==> config.mk <==
export PLATFORM = sky130hd
export DESIGN_NAME = cfs_fault_supervisor
export DESIGN_NICKNAME = d
export VERILOG_FILES = /design/src/rtl/cfs_pkg.sv /design/src/rtl/cfs_fault_supervisor.sv /design/src/rtl/cfs_sync2.sv
export VERILOG_INCLUDE_DIRS = /design/src /design/src/rtl
export SDC_FILE = /design/constraint.sdc
export NUM_CORES = 1
export LEC_CHECK = 0
export ABC_AREA = 1
export BUFFER_PORTS_ARGS = -buffer_cell sky130_fd_sc_hd__buf_2
export CAP_MARGIN = 5
export CORE_ASPECT_RATIO = 1.4
export CORE_UTILIZATION = 40
export DETAILED_ROUTE_END_ITERATION = 6
export GPL_TIMING_DRIVEN = 0
export PLACE_DENSITY = 0.6
export SLEW_MARGIN = 10
export SYNTH_ARGS = -nofsm -noshare
export SYNTH_HDL_FRONTEND = slang
export SYNTH_SLANG_ARGS = --single-unit
==> constraint.sdc <==
create_clock -name ref_clk -period 3.5 [get_ports ref_clk]
set_input_delay 0.175 -clock ref_clk [delete_from_list [all_inputs] [get_ports ref_clk]]
set_output_delay 0.175 -clock ref_clk [all_outputs]
set_load 0.03 [all_outputs]
==> src/rtl/cfs_params.svh <==
`ifndef CFS_PARAMS_SVH
`define CFS_PARAMS_SVH
// register byte offsets on the wishbone port
`define CFS_REG_CTRL 8'h00
`define CFS_REG_STATUS 8'h04
`define CFS_REG_COUNT 8'h08
// reset value of the phase-clock divider (ref_clk cycles per phase tick)
`define CFS_DIV_RESET 16'h0064
// control register fields
`define CFS_CT_DIV_LSB 0
// status register field positions
`define CFS_ST_STATE_LSB 0
`define CFS_ST_RETRY_LSB 2
`define CFS_ST_OVLATCH 5
`define CFS_ST_OCLATCH 6
`define CFS_ST_OUTPUT_IN_WINDOW_FLAG 7
`define CFS_ST_UV 8
`define CFS_ST_OV 9
`define CFS_ST_OC 10
`define CFS_ST_ATREF 11
`define CFS_ST_MOVING 12
`define CFS_ST_CLAMP 13
`define CFS_ST_PGPIN 14
`define CFS_ST_REF_LSB 16
// timing: both soft-start and hiccup wait span one wrap of an 11-bit count
`define CFS_TICK_LAST 11'h7ff
`define CFS_RETRY_LAST 3'h7
// analog thresholds in mV / uA
`define CFS_UV_OFFSET_MV 13'h015e
`define CFS_OV_MV 12'h898
`define CFS_OC_UA 8'h5a
`define CFS_REF_TOP_MV 12'h60e
`define CFS_REF_STEP_MV 12'h019
`define CFS_CODE_NOLOAD 5'h1f
`endif

==> src/rtl/cfs_pkg.sv <==
package cfs_pkg;
  typedef enum logic [1:0] {CFS_OFF, CFS_SOFT, CFS_RUN, CFS_WAIT} cfs_state_e;
  typedef logic [4:0] cfs_code_t;
  typedef logic [10:0] cfs_tick_t;
endpackage : cfs_pkg

==> src/rtl/cfs_fault_supervisor.sv <==
`timescale 1ns/1ps
`include "cfs_params.svh"
module cfs_fault_supervisor
  import cfs_pkg::*;
(
  input wire logic ref_clk,
  input wire logic nrst,
  input wire logic supplyOk,
  input wire logic enableAbove,
  input wire logic freqSelectShutdownInput,
  input wire logic [4:0] voltageCodeInput,
  input wire logic [11:0] sensedOutputDifference,
  input wire logic [7:0] meanChannelCurrent,
  input wire logic [3:0] pwmModulated,
  output logic [3:0] pwmDrive,
  output logic [3:0] pwmOeN,
  input wire logic outputInWindowFlagIn,
  output logic outputInWindowFlagOut,
  output logic outputInWindowFlagOeN,
  output logic crowbarGateDrive,
  output logic phaseTick,
  input wire logic wb_cyc_i,
  input wire logic wb_stb_i,
  input wire logic wb_we_i,
  input wire logic [7:0] wb_adr_i,
  input wire logic [3:0] wb_sel_i,
  input wire logic [31:0] wb_dat_i,
  output logic [31:0] wb_dat_o,
  output logic wb_ack_o
);
  cfs_state_e state_ff, nxtState;
  cfs_tick_t tickCnt_ff, nxtTickCnt;
  logic [15:0] divPeriod_ff, divCnt_ff, divLast;
  logic [2:0] retryCnt_ff;
  logic ovLatched_ff, ocLatched_ff, ovClamp_ff, pg_ff, nxtPg;
  cfs_code_t refCode_ff, targetCode_ff, codeSeen_ff;
  logic stepPhase_ff;
  logic [3:0] pwmDrive_ff, pwmOeN_ff;
  logic ack_ff;
  logic [31:0] datOut_ff;
  logic [31:0] statusWord;
  logic [11:0] refMv;
  logic [12:0] diffPlus;
  logic [3:0] cmpRaw, cmpSync;
  logic uvS, ovS, ocS, atRefS;
  logic porClear, runOk, refMoving, ocTrip, active, tickWrap, codeStable;
  logic forceLow, switching, retryFull;
  logic wbReq, wbWrite, selCtrl, selStatus, selCount;

  // reference in mV: top value minus one step per code
  function automatic logic [11:0] codeToMv(input cfs_code_t code);
    codeToMv = `CFS_REF_TOP_MV - 12'(12'(code) * `CFS_REF_STEP_MV);
  endfunction : codeToMv

  // shutdown and start conditions
  assign porClear = !supplyOk || !enableAbove;
  assign runOk = supplyOk && enableAbove && freqSelectShutdownInput
    && (voltageCodeInput != `CFS_CODE_NOLOAD);

  // comparators; undervoltage and at-reference against the live reference
  assign refMv = codeToMv(refCode_ff);
  assign diffPlus = {1'b0, sensedOutputDifference} + `CFS_UV_OFFSET_MV;
  assign cmpRaw[0] = diffPlus < {1'b0, refMv};
  assign cmpRaw[1] = sensedOutputDifference >= `CFS_OV_MV;
  assign cmpRaw[2] = meanChannelCurrent > `CFS_OC_UA;
  assign cmpRaw[3] = sensedOutputDifference <= refMv;

  // metastability guard; results lag the pins by two cycles
  cfs_sync2 #(.W(4)) uSync (
    .ref_clk(ref_clk),
    .nrst(nrst),
    .asyncIn(cmpRaw),
    .syncOut(cmpSync)
  );

  assign uvS = cmpSync[0];
  assign ovS = cmpSync[1];
  assign ocS = cmpSync[2];
  assign atRefS = cmpSync[3];

  // phase-clock divider; period 0 behaves as 1
  assign divLast = (divPeriod_ff == 16'h0000) ? 16'h0000 : divPeriod_ff - 16'h0001;
  assign phaseTick = divCnt_ff >= divLast;

  always_ff @(posedge ref_clk) begin
    if (!nrst) begin
      divCnt_ff <= 16'h0000;
    end else begin
      divCnt_ff <= phaseTick ? 16'h0000 : divCnt_ff + 16'h0001;
    end
  end

  // reference tracking of the voltage code
  assign refMoving = refCode_ff != targetCode_ff;
  assign codeStable = voltageCodeInput == codeSeen_ff;

  // code must hold across two phase ticks before it counts; steps every second tick
  always_ff @(posedge ref_clk) begin
    if (!nrst) begin
      codeSeen_ff <= `CFS_CODE_NOLOAD;
      targetCode_ff <= `CFS_CODE_NOLOAD;
      refCode_ff <= `CFS_CODE_NOLOAD;
      stepPhase_ff <= 1'b0;
    end else if (state_ff == CFS_OFF) begin
      codeSeen_ff <= voltageCodeInput;
      targetCode_ff <= voltageCodeInput;
      refCode_ff <= voltageCodeInput;
      stepPhase_ff <= 1'b0;
    end else if (phaseTick) begin
      codeSeen_ff <= voltageCodeInput;
      if (codeStable && voltageCodeInput != targetCode_ff) begin
        targetCode_ff <= voltageCodeInput;
      end
      stepPhase_ff <= refMoving ? !stepPhase_ff : 1'b0;
      if (refMoving && stepPhase_ff) begin
        refCode_ff <= (refCode_ff < targetCode_ff) ? refCode_ff + 5'h01
          : refCode_ff - 5'h01;
      end
    end
  end

  // fault qualifiers
  assign active = (state_ff == CFS_SOFT) || (state_ff == CFS_RUN);
  assign ocTrip = ocS && !refMoving && active;
  assign tickWrap = phaseTick && (tickCnt_ff == `CFS_TICK_LAST);
  assign retryFull = retryCnt_ff == `CFS_RETRY_LAST;

  // sequencer
  always_comb begin
    nxtState = state_ff;
    nxtTickCnt = phaseTick ? tickCnt_ff + 11'h001 : tickCnt_ff;
    unique case (state_ff)
      CFS_OFF: begin
        nxtTickCnt = 11'h000;
        if (runOk && !ovLatched_ff && !ocLatched_ff) begin
          nxtState = CFS_SOFT;
        end
      end
      CFS_SOFT: begin
        if (ocTrip) begin
          nxtState = CFS_WAIT;
          nxtTickCnt = 11'h000;
        end else if (tickWrap) begin
          nxtState = CFS_RUN;
        end
      end
      CFS_RUN: begin
        nxtTickCnt = 11'h000;
        if (ocTrip) begin
          nxtState = CFS_WAIT;
        end
      end
      CFS_WAIT: begin
        if (tickWrap) begin
          nxtState = CFS_SOFT;
        end
      end
    endcase
    // shutdown, overvoltage and latch-off override everything
    if (!runOk || ovLatched_ff || ovS || (ocTrip && retryFull)) begin
      nxtState = CFS_OFF;
      nxtTickCnt = 11'h000;
    end
  end

  always_ff @(posedge ref_clk) begin
    if (!nrst) begin
      state_ff <= CFS_OFF;
      tickCnt_ff <= 11'h000;
    end else begin
      state_ff <= nxtState;
      tickCnt_ff <= nxtTickCnt;
    end
  end

  // fault latches; enable or supply loss clears them without the clock
  always_ff @(posedge ref_clk or posedge porClear) begin
    if (porClear) begin
      ovLatched_ff <= 1'b0;
      ocLatched_ff <= 1'b0;
      retryCnt_ff <= 3'h0;
      ovClamp_ff <= 1'b0;
    end else if (!nrst) begin
      ovLatched_ff <= 1'b0;
      ocLatched_ff <= 1'b0;
      retryCnt_ff <= 3'h0;
      ovClamp_ff <= 1'b0;
    end else begin
      if (ovS) begin
        ovLatched_ff <= 1'b1;
      end
      if (ovS) begin
        ovClamp_ff <= 1'b1;
      end else if (atRefS) begin
        ovClamp_ff <= 1'b0;
      end
      if (ocTrip && retryFull) begin
        ocLatched_ff <= 1'b1;
      end else if (ocTrip) begin
        retryCnt_ff <= retryCnt_ff + 3'h1;
      end else if (state_ff == CFS_SOFT && tickWrap) begin
        retryCnt_ff <= 3'h0;
      end
    end
  end

  // power-good: faults pull low at once, disable waits for undervoltage
  assign nxtPg = !ovLatched_ff && !ovS && !uvS && !ocTrip && !ocLatched_ff
    && ((runOk && active) || (pg_ff && !runOk));

  always_ff @(posedge ref_clk) begin
    if (!nrst) begin
      pg_ff <= 1'b0;
    end else begin
      pg_ff <= nxtPg;
    end
  end

  // open drain: enable low pulls the pin down, otherwise released high
  assign outputInWindowFlagOut = 1'b0;
  assign outputInWindowFlagOeN = pg_ff;

  // pwm channel modes: clamp low, pass modulator, or float
  assign forceLow = ovClamp_ff;
  assign switching = active && !ovLatched_ff && !ovS;

  always_ff @(posedge ref_clk) begin
    if (!nrst) begin
      pwmDrive_ff <= 4'h0;
      pwmOeN_ff <= 4'hf;
    end else if (forceLow) begin
      pwmDrive_ff <= 4'h0;
      pwmOeN_ff <= 4'h0;
    end else if (switching) begin
      pwmDrive_ff <= pwmModulated;
      pwmOeN_ff <= 4'h0;
    end else begin
      pwmDrive_ff <= 4'h0;
      pwmOeN_ff <= 4'hf;
    end
  end

  assign pwmDrive = pwmDrive_ff;
  assign pwmOeN = pwmOeN_ff;
  assign crowbarGateDrive = ovLatched_ff;

  // wishbone decode; answers one cycle after the strobe
  assign wbReq = wb_cyc_i && wb_stb_i && !ack_ff;
  assign wbWrite = wb_cyc_i && wb_stb_i && wb_we_i && ack_ff;
  assign selCtrl = wb_adr_i == `CFS_REG_CTRL;
  assign selStatus = wb_adr_i == `CFS_REG_STATUS;
  assign selCount = wb_adr_i == `CFS_REG_COUNT;

  // status word; unused bits read zero
  always_comb begin
    statusWord = 32'h0000_0000;
    statusWord[`CFS_ST_STATE_LSB +: 2] = state_ff;
    statusWord[`CFS_ST_RETRY_LSB +: 3] = retryCnt_ff;
    statusWord[`CFS_ST_OVLATCH] = ovLatched_ff;
    statusWord[`CFS_ST_OCLATCH] = ocLatched_ff;
    statusWord[`CFS_ST_OUTPUT_IN_WINDOW_FLAG] = pg_ff;
    statusWord[`CFS_ST_UV] = uvS;
    statusWord[`CFS_ST_OV] = ovS;
    statusWord[`CFS_ST_OC] = ocS;
    statusWord[`CFS_ST_ATREF] = atRefS;
    statusWord[`CFS_ST_MOVING] = refMoving;
    statusWord[`CFS_ST_CLAMP] = ovClamp_ff;
    statusWord[`CFS_ST_PGPIN] = outputInWindowFlagIn;
    statusWord[`CFS_ST_REF_LSB +: 5] = refCode_ff;
  end

  // read data captured on the request, unmapped reads give zero
  always_ff @(posedge ref_clk) begin
    if (!nrst) begin
      ack_ff <= 1'b0;
      datOut_ff <= 32'h0000_0000;
    end else begin
      ack_ff <= wbReq;
      if (wbReq) begin
        datOut_ff <= selCtrl ? {16'h0000, divPeriod_ff}
          : selStatus ? statusWord
          : selCount ? {21'h0, tickCnt_ff} : 32'h0000_0000;
      end
    end
  end

  // writes land on the acknowledging edge; byte lanes 0 and 1 only
  always_ff @(posedge ref_clk) begin
    if (!nrst) begin
      divPeriod_ff <= `CFS_DIV_RESET;
    end else if (wbWrite && selCtrl) begin
      if (wb_sel_i[0]) begin
        divPeriod_ff[7:0] <= wb_dat_i[`CFS_CT_DIV_LSB +: 8];
      end
      if (wb_sel_i[1]) begin
        divPeriod_ff[15:8] <= wb_dat_i[`CFS_CT_DIV_LSB + 8 +: 8];
      end
    end
  end

  assign wb_ack_o = ack_ff;
  assign wb_dat_o = datOut_ff;
endmodule : cfs_fault_supervisor

==> src/rtl/cfs_sync2.sv <==
`timescale 1ns/1ps
// two-stage synchroniser for comparator results
module cfs_sync2 #(
  parameter int W = 4
) (
  input wire logic ref_clk,
  input wire logic nrst,
  input wire logic [W-1:0] asyncIn,
  output logic [W-1:0] syncOut
);
  logic [W-1:0] stage1_ff;
  logic [W-1:0] stage2_ff;

  // first stage feeds only the second
  always_ff @(posedge ref_clk) begin
    if (!nrst) begin
      stage1_ff <= '0;
      stage2_ff <= '0;
    end else begin
      stage1_ff <= asyncIn;
      stage2_ff <= stage1_ff;
    end
  end

  assign syncOut = stage2_ff;
endmodule : cfs_sync2
==> results.md, run 1 <==
- Via count: 6430
- Area delta synth->final: 18.7%
- Ys Warns: 0
- Synth top area share: 28.2%
- Syn_area_per_cell: 7.32 sq um
- Die area: 17800 sq um
- GP Congestion: 0.942
- Number of library cell types mapped by synthesis: 57
- RSZ-0062 raised after global routing: yes
- Total power: about 3.1 mW
- WL final: about 19000 um
- Placed cells: 1247
- Max VDD drop: approximately 0.25 mV
- Fmax: 0.293 GHz
- Min Hold Slack: around 21 ps
- Port bufs: between 90 and 100
- Layout cells sized above 1: between 10% and 20%
- CP Launch Type: register
- Initial antenna violation count: 0
- H-tree levels: 3
- Final period util: 97.6%
- Max cap viols: 0
- Cell taking the most area after synthesis: dfxtp_1
- Rows: 56
- Worst Path Max Fanout: 4
- Worst EP required: 3790 ps
- Largest net degree at the start of global routing: 19
- TritonCTS clock tree: yes
- Clk Latency, worst-skew pair: roughly 360 ps
- Die Span X: between 100 and 150 um
- Reg clk slew, reported paths: 80 ps
- Leak: 3.94 nW
- # IOs: about 130
- Largest cells by area after synthesis: dfxtp_1, ha_1, nand2_1
- Cell area power density: 381 nW/um^2
- Final cell count without fillers: 1277
- Outcome: finished, final reports clean
- Crit Path Class: reg2reg
- Routed WL per cell: 14.7 um
- Most frequent cell after synthesis: nand2_1
- Global-route wire length before repair: 29500 um
- Post-Layout Inst Area: 8170 sq um
- #FFs+latches synth: around 100
- Endpoint class of the critical path: register
- Gr usage total: 21.6%
- Synth Instances: ~940
- Initial Utilization: 41.0%
- Post-synth EDFFs: 0
- Post-layout min period: approximately 3400 ps
- Max Buffers Root-to-Sink: 2
- Slew Limit Fails: 0
- Vias/cell: 5.04
- Fin. Hold Viols: 0
- CORE AREA: 16800 sq um
- Finish-stage setup viols: 0
- Fill cells: 1706
- DRT antenna net count: 0
- Clk_skew: roughly 12 ps
- Top cells by count, synth: nand2_1, inv_1, dfxtp_1, ha_1
- Sink Count: 103
- Worst rel slew slack: 55.6%
- Ys flop type: dfxtp_1
- Hold WC Path Type: in2reg
- Vias in the first global route: 6108
- Die Ht: 157 um
- Num CTS Buffers: 9
- DRC: 0
- CTS root buffer: clkbuf_16
- Gr ovfl total: 0
- Measured slew at the worst slew-check pin: approximately 670 ps
- Final net count: roughly 1200
- Post-Place Cell Area: 7640 sq um
- DP Wirelength: 15000 um
- Asr flop ratio synth: 5.83%
- CP arrival: ~3700 ps
- Sequential-to-total area share from yosys stat: 30.4%
- Cell Area, Synth: 6890 sq um
- R2R cell count: 16
- Router iterations before antenna repair: 5
- Iteration-0 DRC Markers: 302
- Hold path depth: 3
- ANT cells: 0
[what timing repair did]
item	in CTS	in global routing
pin swaps	2	15
hold endpoints to repair	6	0
resized for setup	15	14
setup endpoints to repair	3	18
setup buffers	4	8
hold buffers	2	0
[metrics by stage]
step,setup WS [ps],utilization (%),setup TNS (ps)
3_3_place_gp,-498,45.5,-858
4_1_cts,-16.8,47.9,-16.8
2_1_floorplan,16.4,-,0
5_1_grt,-71.4,48.6,-80.1
6_report,83.5,48.6,0
3_5_place_dp,-512,45.5,-886
[critical path: stages, from the launching register on]
cell and delay (ps):
dfxtp_4 380, ha_4 280, ha_4 190, fa_1 490
inv_2 50, ha_4 270, nand2_2 40, o21ai_2 160
a21oi_2 80, o21bai_1 180, a21o_1 160, a21oi_2 80
ha_1 300, nand4_1 140, nor4b_2 300, nand3_1 110
a21oi_1 130
[cell usage in the layout, fill, tap and decap left out, drive strengths merged, types with 9 or more instances in the layout]
| master | synthesis | routed |
|---|---|---|
| a21oi | 67 | 67 |
| buf | 25 | 129 |
| clkbuf | 10 | 19 |
| conb | 1 | 12 |
| dfxtp | 97 | 97 |
| ha | 77 | 77 |
| inv | 137 | 140 |
| nand2 | 190 | 190 |
| nand3 | 59 | 59 |
| nand4 | 18 | 18 |
| nor2 | 68 | 68 |
| nor3 | 24 | 24 |
| o211ai | 11 | 11 |
| o21ai | 63 | 63 |
| xnor2 | 9 | 9 |
| xor2 | 23 | 23 |
[registers in the layout (all words and copies together) (netlist names)]
signal and cells:
targetCode_ff 5, stepPhase_ff 1, codeSeen_ff 5, outputInWindowFlagOeN 1, ocLatched_ff 1, wb_ack_o 1
divCnt_ff 16, retryCnt_ff 3, uSync.stage1_ff 4, pwmOeN 1, state_ff 2, uSync.syncOut 4
forceLow 1, crowbarGateDrive 1, refCode_ff 5, tickCnt_ff 11, wb_dat_o 21, pwmDrive 4
divPeriod_ff 16
[logic make-up (layout without fill, tap and decap cells)]
family                   after synthesis  in the layout  synth area share, %
AND/OR/NAND/NOR                      382            382                 25.4
buffers and inverters                174            296                 10.7
AO/OA/AOI/OAI                        169            169                 14.6
flip-flops                           103            103                 30.4
adder cells (fa/ha/maj)               80             80                 14.9
XOR/XNOR                              32             32                 4.07
other                                  1             12               0.0544
[routing by layer]
metal | GRT usage, % | up-vias | share of wire (%)
met5 | 0 | - | 0
met2 | 41.4 | 154 | 52
met3 | 3.08 | 33 | 4.1
li1 | - | 3356 | -
met1 | 23.4 | 2887 | 41
met4 | 9.27 | 0 | 3.3
[worst paths after layout]
check	slack, ps	to	startpoint
max reg2reg	80	uSync.stage1_ff[3]	refCode_ff[1]
min reg2reg	420	uSync.syncOut[1]	uSync.stage1_ff[1]
max in group asynchronous	2370	retryCnt_ff[1]	enableAbove
min in group asynchronous	350	forceLow	supplyOk
max	80	uSync.stage1_ff[3]	refCode_ff[1]
min	20	pwmDrive[1]	pwmModulated[1]
[power by group]
group | switching (mW) | internal [mW] | leakage [nW]
clock | 0.489 | 0.492 | 0.138
combinational | 0.511 | 0.404 | 2.93
sequential | 0.0240 | 1.20 | 0.871
total | 1.02 | 2.09 | 3.94
[final cells by class]
type | instances | area [sq um] | share of cell area (%)
clock buffers | 9 | 225 | 2.76
plain buffers | 35 | 211 | 2.59
flip-flops and latches | 103 | 2110 | 25.8
inverters | 139 | 526 | 6.43
multi-input cells | 675 | 4220 | 51.7
well taps | 203 | 254 | 3.11
clock inverters | 7 | 55.1 | 0.674
repair buffers | 106 | 571 | 6.98
No activity file was read; power rests on OpenSTA's default activity.
==> run 2: changes to the inputs <==
==> constraint.sdc (replaced) <==
create_clock -name ref_clk -period 3.5 [get_ports ref_clk]
set_input_delay 0.35 -clock ref_clk [delete_from_list [all_inputs] [get_ports ref_clk]]
set_output_delay 0.35 -clock ref_clk [all_outputs]
set_load 0.03 [all_outputs]
==> run 2 against run 1 <==
Against the previous run:
- count of clock-buffer cells in the layout is the same
- routed wire length shrank 0.79%
- non-clock buffer count shrank 3
- sequential power is essentially flat
- via count shrank 0.56%
- worst setup slack gained 12 ps
- cell area shrank 0.20%
==> results.md, run 2 (synthesis gave the netlist of run 1 again) <==
- Fin. Hold Viols: 0 (unchanged)
- Crit path top cell by count: nand2_1
- Crit path cell chain: inv_1 > ha_1 > nand2_1 > nor3_4 > nand3_1 > xor2_1 > nand2_1 > ha_1 > nand2_1 > o21ai_0 > a21oi_2 > nand2_4 > buf_6 > buf_2
- ANT cells: 0 (unchanged)
- FF-to-FF Start: refCode_ff[1]
- Seq pwr share: 39.7% (+0.6 points)
- RSZ-0062 raised after global routing: yes
- Leak: 3.92 nW (-0.47%)
- Router iterations before antenna repair: 6 (+1)
- Clk Latency, worst-skew pair: 360 ps (about the same)
- # IOs: 127 (unchanged)
- Max cap viols: 0 (unchanged)
- Worst rel slew slack: 54.7% (-0.91 points)
- R2R Setup Slk: 120 ps (+40 ps)
- Iteration-0 DRC Markers: 331 (+9.6%)
- Worst Path Max Fanout: 10 (+6)
- Hold path depth: 3 (unchanged)
- Max incr delay on CP: 330 ps (-160 ps)
- Final Core Density: 48.5% (-0.097 points)
- DRC: 0 (unchanged)
- Psw: 1.01 mW (-1.5%)
- Layout cells sized above 1: 19.8% (+0.055 points)
- Setup TNS: 0 ps (unchanged)
- CP max-delay cell: dfxtp_1
- Worst EP required: 3150 ps (-640 ps)
- Initial Utilization: 41.0% (unchanged)
- CP arrival: 3050 ps (-650 ps)
- Endpoint class of the critical path: primary output
- Routed WL per cell: 14.6 um (-0.56%)
- Area delta synth->final: 18.4%
- R2R cell count: 16 (unchanged)
- Finish-stage setup viols: 0 (unchanged)
- Family with the most delay on the worst path: simple AND/OR/NAND/NOR gates
- Measured slew at the worst slew-check pin: 679 ps (+13.6 ps)
- Hold path endpoint: pwmDrive[1]
- Max Buffers Root-to-Sink: 2 (unchanged)
- Vias/cell: 5.02 (-0.33%)
- Post-layout min period: 3400 ps (-12.3 ps)
- Clk_skew: 11.5 ps (-0.492 ps)
- DRT antenna net count: 0 (unchanged)
- Die Span X: 113 um (unchanged)
- Reg clk slew, reported paths: 80 ps (about the same)
- Total power: 3.07 mW (-1.3%)
- CTS root buffer: clkbuf_16
- Port bufs: 92 (unchanged)
- Combinational power share: 28.4% (-1.0 points)
- Fmax: 0.294 GHz (+0.36%)
- Commonest non-fill, non-tap cell in the layout: nand2_1
- Rows: 56 (unchanged)
- Gr usage total: 21.6% (about the same)
- Final net count: 1228 (-0.24%)
- WP buf/inv: 3 (+2)
- Post-Place Cell Area: 7640 sq um (unchanged)
- Max VDD drop: 0.243 mV (-0.99%)
- TritonCTS clock tree: yes
- DP Wirelength: 15000 um (unchanged)
- WL final: 18600 um (-0.79%)
- Cell area power density: 377 nW/um^2 (-1.1%)
- Crit Path Class: reg2out
- Min Hold Slack: 197 ps (+176 ps)
- Largest register FFs: 21 (unchanged)
- CP Launch Type: register
- Cell internal pwr: 2.06 mW (-1.3%)
- Switching share of power: 32.8% (-0.062 points)
- Post-Layout Inst Area: 8160 sq um (-0.20%)
- Initial antenna violation count: 0 (unchanged)
- Worst Setup SP: divPeriod_ff[0]
- R2r endpoint: uSync.stage1_ff[3]
- Clock power frac: 31.9% (+0.4 points)
- Die area: 17800 sq um (unchanged)
- Vias in the first global route: 6093 (-0.25%)
- Via count: 6394 (-0.56%)
- Largest net degree at the start of global routing: 19 (unchanged)
- CORE AREA: 16800 sq um (unchanged)
- Num CTS Buffers: 9 (unchanged)
- H-tree levels: 3 (unchanged)
- Die Ht: 157 um (unchanged)
- Slew Limit Fails: 0 (unchanged)
- Most frequent cells in the layout: nand2_1, inv_1, buf_2
- Outcome: finished, final reports clean
- Sink Count: 103 (unchanged)
- GP Congestion: 0.942 (unchanged)
- Final period util: 97.3% (-0.35 points)
- Global-route wire length before repair: 29500 um (+0.16%)
- Hold path start: pwmModulated[1]
- Gr ovfl total: 0 (unchanged)
- Hold WC Path Type: in2reg
run 2: cell type report:
class	instances	area (sq um)
Buffer	35	211
Clock inverter	7	55.1
Sequential cell	103	2110
Multi-Input combinational cell	675	4230
Fill cell	1701	8660
Inverter	139	526
Timing Repair Buffer	103	548
Tap cell	203	254
Clock buffer	9	225
run 2: timing repair:
item / 4_1_cts / 5_1_grt
setup buffers: 5 / 4
resized for setup: 19 / 15
endpoints found under the hold margin: 6 / 0
pin swaps: 9 / 13
hold buffers: 2 / 0
setup endpoints to repair: 3 / 3
run 2: worst max-delay path by stage:
stage | to | slack [ps] | cells past startpoint
after floorplan | uSync.stage1_ff[3] | 20 | 16
after global placement | uSync.stage1_ff[3] | -500 | 16
after detailed placement | uSync.stage1_ff[3] | -510 | 16
after CTS | uSync.stage1_ff[3] | -5 | 16
after global routing | uSync.stage1_ff[3] | -60 | 16
final | phaseTick | 100 | 14
run 2: layer usage:
layer | track usage (%) | part of all wire [%] | vias to the layer above
met5 | 0 | 0 | -
met4 | 7.77 | 3.1 | 0
met3 | 3.54 | 3.4 | 33
met2 | 41.6 | 52 | 132
met1 | 23.5 | 42 | 2881
li1 | - | - | 3348
run 2: worst min-delay path, stage by stage:
cell and delay (ps):
buf_2 90, inv_1 40, nor2_1 30
run 2: through the flow:
step           std cells  worst slack (ps)
2_1_floorplan        952              16.4
3_3_place_gp        1247              -498
3_5_place_dp        1247              -512
4_1_cts             1270             -4.69
5_1_grt             1274             -64.3
6_report            1274              95.8
run 2: power by group through the flow:
stage | registers [mW] | clock network (mW) | logic [mW]
after floorplan | 1.25 | 0 | 0.578
after global placement | 1.25 | 0 | 0.775
after detailed placement | 1.25 | 0 | 0.784
after CTS | 1.22 | 0.998 | 0.850
after global routing | 1.22 | 1.05 | 0.988
final | 1.22 | 0.982 | 0.872
